[src/mcg_defs.vh]
// constants of the machine-check global control block
`ifndef MCG_DEFS_VH
`define MCG_DEFS_VH

// register addresses seen by the register access port
`define MCG_ADDR_CAP      32'h0000_0179
`define MCG_ADDR_STATUS   32'h0000_0190
`define MCG_ADDR_CTL      32'h0000_0191
`define MCG_ADDR_LTYPE    32'h0000_0192
`define MCG_ADDR_LADDR    32'h0000_0193
`define MCG_ADDR_EXT_BASE 32'h0000_0180

// capability contents of this implementation
`define MCG_BANK_COUNT    8'h04
`define MCG_CTL_PRESENT   1'b1
`define MCG_EXT_PRESENT   1'b0
`define MCG_TES_PRESENT   1'b1
`define MCG_EXT_COUNT     8'h00

// capability field positions
`define MCG_CAP_CNT_LSB   0
`define MCG_CAP_CTL_BIT   8
`define MCG_CAP_EXT_BIT   9
`define MCG_CAP_TES_BIT   11
`define MCG_CAP_ECNT_LSB  16

// global status field positions
`define MCG_ST_RESTART_POINTER_VALID_BIT   0
`define MCG_ST_ERROR_POINTER_VALID_BIT   1
`define MCG_ST_CHECK_IN_PROGRESS_BIT   2

// legacy error type field positions
`define MCG_LT_PARITY_BIT 0
`define MCG_LT_BUS_BIT    1

// reset values and the all-ones enable pattern
`define MCG_CTL_RESET     64'h0000_0000_0000_0000
`define MCG_STATUS_RESET  3'h0
`define MCG_ENABLE_ALL    64'hFFFF_FFFF_FFFF_FFFF

`endif

[src/mcg_ctrl.v]
// machine-check global control: capability, status, enable, legacy log
//
// Summary of operation
// - detected hardware error raises abort-class exception
// - no restart promised; error info kept readable
// - banks tied to units; model register access
// - capability low byte gives bank count
// - capability bit 8 flags enable register
// - capability bit 9 flags extended registers
// - bit 11 makes bank bits 56:53 architectural
// - capability bits 23:16 count extended registers
// - capability is read-only; writes undefined
// - status bit 0 says restart is reliable
// - status bit 1 ties pointer to error
// - exception sets bit 2; software may change
// - second event during check means shutdown
// - read-cycle data parity error is reportable
// - failed bus cycle is reportable
// - legacy log written before exception raised
// - enable all ones on, all zeros off
//
// how the block behaves, in short:
// - software reaches every register through one access port;
//   a read or write request lasts one cycle and is answered
//   exactly one cycle later by valid, fault and read data
// - the capability word is a constant; writes to it are
//   accepted without a fault and have no effect
// - the status word holds three flags; all higher bits are
//   reserved, read back as zero and ignore written values
// - the enable register stores whatever is written, but only
//   the all-ones pattern turns error reporting on
// - after reset the enable register is zero, so every error
//   input is ignored until software enables reporting
// - a legacy error is logged in the cycle after it is seen,
//   and the exception follows one cycle after the log
// - a unit error carries its restart and pointer hints; they
//   are held until the raise cycle and land with the flag
// - a second error while the in-progress flag is set, or an
//   error in the raise cycle itself, ends in shutdown
// - shutdown is sticky; only reset leaves it
//
// hazards and limits a user must know:
// - a software status write in the raise cycle loses to the
//   hardware set, so the flag can never be cleared too early
// - error inputs are taken from logic on the same clock and
//   are not synchronised here
// - error pulses longer than one cycle look like nested checks
//   and will shut the core down
// - the extended state registers are absent in this build
`timescale 1ns/1ps
`default_nettype none
`include "mcg_defs.vh"

module mcg_ctrl (
    input  wire        clk,
    input  wire        reset,
    // register access from the core
    input  wire        msr_rd_en,
    input  wire        msr_wr_en,
    input  wire [31:0] msr_addr,
    input  wire [63:0] msr_wdata,
    output reg  [63:0] msr_rdata,
    output reg         msr_rd_valid,
    output reg         msr_fault,
    // error reports from the hardware units
    input  wire        unit_err,
    input  wire        unit_err_restart_ok,
    input  wire        unit_err_ip_assoc,
    input  wire        read_parity_err,
    input  wire        bus_cycle_fail,
    input  wire [63:0] err_address,
    // exception and shutdown toward the core
    output reg         hardware_error_exception,
    output reg         shutdown
);

    // register selector codes
    // one code per mapped register; none means fault
    localparam [2:0] SEL_NONE   = 3'h0;
    localparam [2:0] SEL_CAP    = 3'h1;
    localparam [2:0] SEL_STATUS = 3'h2;
    localparam [2:0] SEL_CTL    = 3'h3;
    localparam [2:0] SEL_LTYPE  = 3'h4;
    localparam [2:0] SEL_LADDR  = 3'h5;

    // raise sequence states
    // idle: waiting for an enabled error
    // raise: log written, exception or shutdown decided
    // dead: shutdown, left only by reset
    localparam [1:0] ST_IDLE  = 2'h0;
    localparam [1:0] ST_RAISE = 2'h1;
    localparam [1:0] ST_DEAD  = 2'h2;

    // address decode, shared by read and write
    // the enable register decodes only when present, so an
    // absent register faults like any unmapped address
    function [2:0] mcg_sel;
        input [31:0] a;
        begin
            case (a)
                `MCG_ADDR_CAP:    mcg_sel = SEL_CAP;
                `MCG_ADDR_STATUS: mcg_sel = SEL_STATUS;
                `MCG_ADDR_CTL:    mcg_sel = `MCG_CTL_PRESENT ?
                                            SEL_CTL : SEL_NONE;
                `MCG_ADDR_LTYPE:  mcg_sel = SEL_LTYPE;
                `MCG_ADDR_LADDR:  mcg_sel = SEL_LADDR;
                default:          mcg_sel = SEL_NONE;
            endcase
        end
    endfunction

    // capability word, constant
    // field order from high to low: zero pad, extended count,
    // reserved, threshold flag, reserved, extended flag,
    // enable flag, bank count
    wire [63:0] cap_word;               // read-only contents
    assign cap_word = {40'h00_0000_0000,
                       `MCG_EXT_COUNT,
                       4'h0,
                       `MCG_TES_PRESENT,
                       1'b0,
                       `MCG_EXT_PRESENT,
                       `MCG_CTL_PRESENT,
                       `MCG_BANK_COUNT};

    // stored state
    reg  [63:0] ctl_q;        // global enable register
    reg  [63:0] ctl_d;
    reg         restart_pointer_valid_q;       // restart_pointer_valid
    reg         restart_pointer_valid_d;
    reg         error_pointer_valid_q;       // error_pointer_valid
    reg         error_pointer_valid_d;
    reg         check_in_progress_q;       // check_in_progress
    reg         check_in_progress_d;
    reg  [63:0] ltype_q;      // legacy_error_type
    reg  [63:0] ltype_d;
    reg  [63:0] laddr_q;      // legacy_error_address
    reg  [63:0] laddr_d;
    reg  [1:0]  state_q;      // raise sequence
    reg  [1:0]  state_d;
    reg         p_restart_pointer_valid_q;     // restart info held for raise
    reg         p_restart_pointer_valid_d;
    reg         p_error_pointer_valid_q;     // pointer info held for raise
    reg         p_error_pointer_valid_d;

    // decoded access
    wire [2:0]  rd_sel;       // read target
    wire [2:0]  wr_sel;       // write target
    wire        wr_status;    // software writes status
    wire        checks_on;    // machine checks enabled
    wire        legacy_err;   // legacy-class error seen
    wire        event_seen;   // any enabled error this cycle

    assign rd_sel    = mcg_sel(msr_addr);
    assign wr_sel    = mcg_sel(msr_addr);
    assign wr_status = msr_wr_en && (wr_sel == SEL_STATUS);

    // only the all-ones pattern enables; others leave it off
    assign checks_on = (ctl_q == `MCG_ENABLE_ALL);

    // legacy sources both count as machine checks
    assign legacy_err = read_parity_err
                      | bus_cycle_fail;

    assign event_seen = checks_on && (unit_err || legacy_err);

    // next-state logic for registers and raise sequence
    // defaults hold every register; later assignments win,
    // which puts the hardware set after the software write
    always @* begin
        ctl_d    = ctl_q;
        restart_pointer_valid_d   = restart_pointer_valid_q;
        error_pointer_valid_d   = error_pointer_valid_q;
        check_in_progress_d   = check_in_progress_q;
        ltype_d  = ltype_q;
        laddr_d  = laddr_q;
        state_d  = state_q;
        p_restart_pointer_valid_d = p_restart_pointer_valid_q;
        p_error_pointer_valid_d = p_error_pointer_valid_q;

        // enable register takes any written value
        if (msr_wr_en && (wr_sel == SEL_CTL)) begin
            ctl_d = msr_wdata;
        end

        // software may set or clear the status bits
        if (wr_status) begin
            restart_pointer_valid_d = msr_wdata[`MCG_ST_RESTART_POINTER_VALID_BIT];
            error_pointer_valid_d = msr_wdata[`MCG_ST_ERROR_POINTER_VALID_BIT];
            check_in_progress_d = msr_wdata[`MCG_ST_CHECK_IN_PROGRESS_BIT];
        end

        case (state_q)
            // waiting for an error
            ST_IDLE: begin
                if (event_seen) begin
                    // log first, exception next cycle
                    if (legacy_err) begin
                        ltype_d = 64'h0;
                        ltype_d[`MCG_LT_PARITY_BIT] =
                            read_parity_err;
                        ltype_d[`MCG_LT_BUS_BIT] =
                            bus_cycle_fail;
                        laddr_d = err_address;
                    end
                    p_restart_pointer_valid_d = unit_err ? unit_err_restart_ok
                                        : 1'b0;
                    p_error_pointer_valid_d = unit_err ? unit_err_ip_assoc
                                        : 1'b0;
                    state_d  = ST_RAISE;
                end
            end
            // raise, or shut down on a nested check
            ST_RAISE: begin
                if (check_in_progress_q || event_seen) begin
                    state_d = ST_DEAD;
                end else begin
                    // hardware set wins over software write
                    check_in_progress_d  = 1'b1;
                    restart_pointer_valid_d  = p_restart_pointer_valid_q;
                    error_pointer_valid_d  = p_error_pointer_valid_q;
                    state_d = ST_IDLE;
                end
            end
            // shutdown holds until reset
            ST_DEAD: begin
                state_d = ST_DEAD;
            end
            default: begin
                state_d = ST_IDLE;
            end
        endcase
    end

    // register state
    // synchronous reset to constants only; no register keeps
    // a value across reset
    always @(posedge clk) begin
        if (reset) begin
            ctl_q    <= `MCG_CTL_RESET;
            restart_pointer_valid_q   <= 1'b0;
            error_pointer_valid_q   <= 1'b0;
            check_in_progress_q   <= 1'b0;
            ltype_q  <= 64'h0;
            laddr_q  <= 64'h0;
            state_q  <= ST_IDLE;
            p_restart_pointer_valid_q <= 1'b0;
            p_error_pointer_valid_q <= 1'b0;
        end else begin
            ctl_q    <= ctl_d;
            restart_pointer_valid_q   <= restart_pointer_valid_d;
            error_pointer_valid_q   <= error_pointer_valid_d;
            check_in_progress_q   <= check_in_progress_d;
            ltype_q  <= ltype_d;
            laddr_q  <= laddr_d;
            state_q  <= state_d;
            p_restart_pointer_valid_q <= p_restart_pointer_valid_d;
            p_error_pointer_valid_q <= p_error_pointer_valid_d;
        end
    end

    // exception pulse and shutdown level
    // both come straight from flip-flops; the exception is
    // decided from the same terms as the raise branch above
    always @(posedge clk) begin
        if (reset) begin
            hardware_error_exception <= 1'b0;
            shutdown                 <= 1'b0;
        end else begin
            // one-cycle abort-class exception
            hardware_error_exception <= (state_q == ST_RAISE)
                                     && !check_in_progress_q
                                     && !event_seen;
            // nested check: shutdown, no exception
            shutdown <= (state_d == ST_DEAD);
        end
    end

    // read data mux
    // unmapped targets read zero; the fault flag tells them apart
    reg [63:0] rd_word;       // selected register value
    always @* begin
        rd_word = 64'h0;
        case (rd_sel)
            SEL_CAP:    rd_word = cap_word;
            SEL_STATUS: begin
                // reserved bits above 2 read zero
                rd_word[`MCG_ST_RESTART_POINTER_VALID_BIT] = restart_pointer_valid_q;
                rd_word[`MCG_ST_ERROR_POINTER_VALID_BIT] = error_pointer_valid_q;
                rd_word[`MCG_ST_CHECK_IN_PROGRESS_BIT] = check_in_progress_q;
            end
            SEL_CTL:    rd_word = ctl_q;
            SEL_LTYPE:  rd_word = ltype_q;
            SEL_LADDR:  rd_word = laddr_q;
            default:    rd_word = 64'h0;
        endcase
    end

    // register access answers, one cycle after request
    // read data is forced to zero when no read is asked for,
    // so a stale word never stands on the data lines
    always @(posedge clk) begin
        if (reset) begin
            msr_rdata    <= 64'h0;
            msr_rd_valid <= 1'b0;
            msr_fault    <= 1'b0;
        end else begin
            msr_rd_valid <= msr_rd_en && (rd_sel != SEL_NONE);
            // model register access path
            msr_rdata    <= msr_rd_en ? rd_word : 64'h0;
            // unmapped read or write faults
            msr_fault    <= (msr_rd_en && (rd_sel == SEL_NONE))
                         || (msr_wr_en && (wr_sel == SEL_NONE));
            // writes to capability are dropped quietly
        end
    end

endmodule
`default_nettype wire

[config.mk]
export PLATFORM = sky130hd
export DESIGN_NAME = mcg_ctrl
export DESIGN_NICKNAME = d
export VERILOG_FILES = /design/src/mcg_ctrl.v
export VERILOG_INCLUDE_DIRS = /design/src
export SDC_FILE = /design/constraint.sdc
export NUM_CORES = 1
export LEC_CHECK = 0
export CORE_ASPECT_RATIO = 0.9
export CORE_MARGIN = 10
export CORE_UTILIZATION = 50
export DETAILED_ROUTE_END_ITERATION = 16
export DONT_BUFFER_PORTS = 1
export HOLD_SLACK_MARGIN = 0.15
export SLEW_MARGIN = 20
export SYNTH_ARGS = -nofsm -noshare
export SYNTH_HDL_FRONTEND = slang
export SYNTH_SLANG_ARGS = --single-unit
[constraint.sdc]
create_clock -name clk -period 2.6 [get_ports clk]
set_input_delay 0.52 -clock clk [delete_from_list [all_inputs] [get_ports clk]]
set_output_delay 0.52 -clock clk [all_outputs]
set_load 0.05 [all_outputs]
---- Word level (Yosys, flattened, before mapping) ----
Index checks and enable logic that the tools add are counted.
cells by class
  bitwise gates (word level) .............. 2
  mux-type cells .......................... 17
  eq/ne operators ......................... 14
  reductions and logical operators ........ 19
operators with widths
  kind                    count
  $pmux W61 S3            1
  $eq A32 B9 Y1 const B   5
  $eq A64 B64 Y1 const B  1
  $pmux W3 S5             2
  $mux W1                 11
  $logic_and A1 B1 Y1     8
  $eq A3 B2 Y1 const B    2
  $eq A3 B3 Y1 const B    2
  $pmux W2 S3             1
  $eq A2 B2 Y1 const B    2
  $mux W2                 2
  $eq A3 B1 Y1 const B    1
  $logic_not A3 Y1        1
  $logic_or A1 B1 Y1      3
  $reduce_and A3 Y1       1
  $reduce_bool A3 Y1      1
  $eq A2 B1 Y1 const B    1
  $logic_not A1 Y1        2
  $logic_not A2 Y1        1
  $reduce_and A2 Y1       1
  $reduce_or A2 Y1        1
  $not A1 Y1              1
  $or A1 B1 Y1            1
storage, ports and cells
  flip-flop bits (word level) ............. 205
  output and inout bits ................... 68

---- Depth between registers and ports, before layout ----
  depth in word-level cells ............... 7
  mapped depth ............................ 8

---- Least setup slack after synthesis ----
No wires, ideal clock.
  path type ............................... in2reg
  start ................................... in msr_addr[21]
  end ..................................... reg ctl_q[22]
  setup slack ............................. 0.470 ns
  arrival ................................. 1.986 ns
  path buffers ............................ 2
  stages .................................. 7
  data required time ...................... 2.457 ns
  library setup time ...................... 0.143 ns
  cells stage by stage .................... nor4_2 -> nand4_4 -> or4_1 -> buf_2 -> buf_2 -> nand2_1 -> a21oi_2
between the ends
  longest elaborated chain between the ends .. 4
ends and longest elaborated chain
  element                 line            text
  start: declaration      mcg_ctrl.v:60   input wire [31:0] msr_addr,
  $eq A32 B9 Y1           mcg_ctrl.v:100  case (a)
  $pmux W3 S5 *           mcg_ctrl.v:100
  $eq A3 B2 Y1 *          mcg_ctrl.v:182  if (msr_wr_en && (wr_sel == SEL_CTL)) begin
  $logic_and A1 B1 Y1 *   mcg_ctrl.v:182
  end signal: assignment  mcg_ctrl.v:240  ctl_q <= `MCG_CTL_RESET;
  end signal: assignment  mcg_ctrl.v:250  ctl_q <= ctl_d;
  end: declaration        mcg_ctrl.v:127  reg [63:0] ctl_q;
Every way passes the cells marked *; elsewhere a longest branch is shown, timed or not.
A chain may end at the register's enable or synchronous reset.

---- Final worst setup path ----
  start ................................... reg ctl_q[9]
  end ..................................... reg check_in_progress_q
between the ends
  longest elaborated chain between the ends .. 5
ends and longest elaborated chain
  element                          line            text
  $eq A64 B64 Y1 (no source line)  n/a
  $logic_and A1 B1 Y1              mcg_ctrl.v:165  assign event_seen = checks_on && (unit_err || legacy_err);
  $logic_or A1 B1 Y1               mcg_ctrl.v:215  if (check_in_progress_q || event_seen) begin
  $mux W1                          mcg_ctrl.v:215
  $mux W1                          mcg_ctrl.v:193  case (state_q)
  end signal: assignment           mcg_ctrl.v:253  check_in_progress_q <= check_in_progress_d;
  end: declaration                 mcg_ctrl.v:133  reg check_in_progress_q;
Every way passes these cells.

==> impl_metrics.toml <==
[sta]
worstMarginPinSlew_ns = 0.564
fin_crit_ns = 2.49
finalMaxSlewViolations = 0
rsz0062_at_grt = "false"
setup_violations = 0
fin_tns_setup_ns = 0
max_slew_margin_pct = 62.3
fmax_mhz = 402
timing.final.crit_share_pct = 95.8
hold_violations = 0
whs_ns = 0.171
fin_skew_ns = 0.00863

[clocking]
h-tree-depth = 1
cts_buffers = 22
insertion_delay_ns = 0.50
cts_tree = "done"
root_buffer = "clkbuf_16"
clockBufferDepth = 3
clock-sinks = 205
path_clk_slew_ns = 0.06
post_cts_buffers = 0

[pwr]
power.internal_mw = 5.06
ir_drop_mv = 0.592
seq_power_share_pct = 49.6
switching_power_mw = 1.28
p_comb_share_pct = 1.4
p_leak_nw = 3.06
total_power_mw = 6.34
p_sw_share_pct = 20.1
p_clk_share_pct = 48.9
power_density_nw_per_um2 = 652

[critical_path]
reg2reg_slack_ns = 0.11
path_max_fanout = 14
rr_worst_depth = 6
cp-start-kind = "flop"
required_ns = 2.98
critPathKind = "flop to flop"
critPathTopFamily = "simple AND/OR/NAND/NOR gates"
crit_path_end_kind = "flop"
r2r-end = "check_in_progress_q"
crit_chain = "nand4_1 -> nor4_1 -> and4_4 -> a21o_1 -> a21oi_1 -> dlygate4sd3_1"
worst-path-buf-inv = 1
arrival_ns = 2.87
critical-path-max-stage-delay_ns = 0.56
worstReg2RegStart = "ctl_q[9]"
cp_slowest_cell = "dlygate4sd3_1"

[placed_design]
place_inst = 1051
place_hpwl_um = 16500
finalWeightedCongestion = 0.805
portBuffers = 0

[yosys]
synth.cell_area_sq_um = 8150
avgSynthCellArea_sq_um = 9.08
synthFlopType = "dfxtp_1"
ys_ff_latch = 205
synth_warnings = 0
ys_async_sr_fraction_pct = 0
netlist_instances = 898
synth_top_area_cell = "dfxtp_1"
syn_nets = 1067
ys_top_cells_by_area = "dfxtp_1 50%, a21oi_2 6.4%, a22oi_1 5.6%, nand2_2 4.6%, a21oi_1 4.4%"
synth_cell_types = 41
synth_top_area_share_pct = 50.4
synth_edf_count = 0
yosysSeqAreaShare_pct = 50.4

[floorplan]
row_count = 44
start_util_pct = 50.7
core_area_sq_um = 16100
pin_count = 237
die_height_um = 141
dieArea_sq_um = 21800
dieWidth_um = 155

[detailed_routing]
viasPerCell = 5.97
drc = 0
num_vias = 6874
wirelength_um = 24600
drt-initial-drc-count = 438
dr.pass1.iters = 5
wl_per_cell_um = 21.3
antenna_left = 0

[layout]
final_util_pct = 60.5
nets = 1100
syn_to_final_growth_pct = 19.2
fin_cells = 1152
n_antenna_cell = 0
drive_above_1_share_pct = 20.7

[global_route]
grt_pass1_wl_um = 38200
antenna_found_initial = 0
grt-ovfl-total = 0
grt_max_degree = 94
grt_pass1_vias = 6942
grtUsageTotal_pct = 21.1

[outcome]
status = "complete, no violations"

[min_path]
min_from = "msr_wdata[34]"
min_path_cells = 2
hold_end = "ctl_q[34]"
min_path_type = "input port to flop"

[run]
maxCapViolCount = 0
[routing by layer]
metal	share of wire [%]	track usage, %
met5	0	0
met4	2.5	6.01
met3	9.0	6.60
met1	40	25.9
met2	48	34.9
[cells in the mapped netlist (5+ instances only)]
library cell	n
a211oi_1	8
a21oi_1	72
a21oi_2	60
a22oi_1	61
buf_2	24
buf_6	6
clkbuf_1	46
dfxtp_1	205
mux2i_1	8
nand2_1	77
nand2_2	60
nand2b_1	6
nand3_1	67
nand4_1	17
nor2_1	66
nor3_1	5
o21ai_0	66
[timing repair]
action | CTS | global route
setup endpoints to repair | 0 | 2
hold endpoints to repair | 136 | 0
hold buffers | 63 | 0
resized for setup | 0 | 1
[cells in the final DEF (no fill, tap or decap), types with 3 or more instances in the layout]
| cell | netlist | routed |
|---|---|---|
| nand2_2 | 60 | 60 |
| nand3_1 | 67 | 67 |
| dfxtp_1 | 205 | 205 |
| buf_4 | 0 | 14 |
| clkbuf_8 | 0 | 6 |
| nor3_1 | 5 | 5 |
| nor2b_1 | 4 | 4 |
| buf_12 | 0 | 8 |
| nor4_1 | 4 | 4 |
| mux2i_1 | 8 | 8 |
| nor4_4 | 4 | 5 |
| dlygate4sd3_1 | 0 | 62 |
| nand4_1 | 17 | 17 |
| nand2b_1 | 6 | 5 |
| a21oi_1 | 72 | 72 |
| nor4_2 | 4 | 3 |
| clkbuf_1 | 46 | 4 |
| clkbuf_16 | 0 | 23 |
| nor2_1 | 66 | 66 |
| a22oi_1 | 61 | 61 |
| nand2_1 | 77 | 77 |
| a211oi_1 | 8 | 8 |
| o21ai_0 | 66 | 66 |
| clkinv_2 | 0 | 4 |
| a21oi_2 | 60 | 60 |
[state kept, by name, indices dropped and copies added (netlist names)]
signal and count:
laddr_q 64, msr_fault 1, check_in_progress_q 1, msr_rdata 64
ltype_q 2, ctl_q 64, state_q 2, hardware_error_exception 1
shutdown 1, p_restart_pointer_valid_q 1, error_pointer_valid_q 1, p_error_pointer_valid_q 1
msr_rd_valid 1, restart_pointer_valid_q 1
[kinds of logic (layout without fill, tap and decap cells)]
logic type / after synthesis / in the layout / share of synthesized area, %
AO/OA/AOI/OAI: 275 / 275 / 22.0
AND/OR/NAND/NOR: 333 / 333 / 22.2
buffers and inverters: 77 / 124 / 4.47
multiplexers: 8 / 8 / 0.983
flip-flops: 205 / 205 / 50.4
[power by group through the flow]
stage	logic, mW	registers [mW]	clock network [mW]
after global routing	0.0947	3.14	3.27
final	0.0906	3.15	3.10
after CTS	0.0897	3.15	3.15
after detailed placement	0.0279	3.22	0
after floorplan	0.0634	3.22	0
after global placement	0.0273	3.22	0
[metrics by stage]
stage               area [sq um]  setup slack [ns]
floorplan                   8150             0.470
global placement            8350             0.286
detailed placement          8350             0.236
CTS                         9720            0.0562
global route                9720            0.0109
finish                      9720             0.110
[layout make-up]
cell class | instances | area, sq um
clock buffer | 33 | 673
clock inverter | 5 | 50.0
fill | 1407 | 6360
inverter | 1 | 3.75
multi-input combinational | 616 | 3710
sequential | 205 | 4100
tap | 207 | 259
timing repair buffer | 85 | 913
[worst max path at each step]
stage	start	to	slack, ns	cells after the start
after floorplan	msr_addr[21]	ctl_q[22]	0.47	7
after global placement	msr_addr[21]	msr_rdata[24]	0.29	7
after detailed placement	msr_addr[21]	msr_rdata[24]	0.24	7
after CTS	ctl_q[9]	error_pointer_valid_q	0.06	6
after global routing	ctl_q[9]	check_in_progress_q	0.01	6
final	ctl_q[9]	check_in_progress_q	0.11	6
Note: power is estimated with default switching activity, not from simulation.
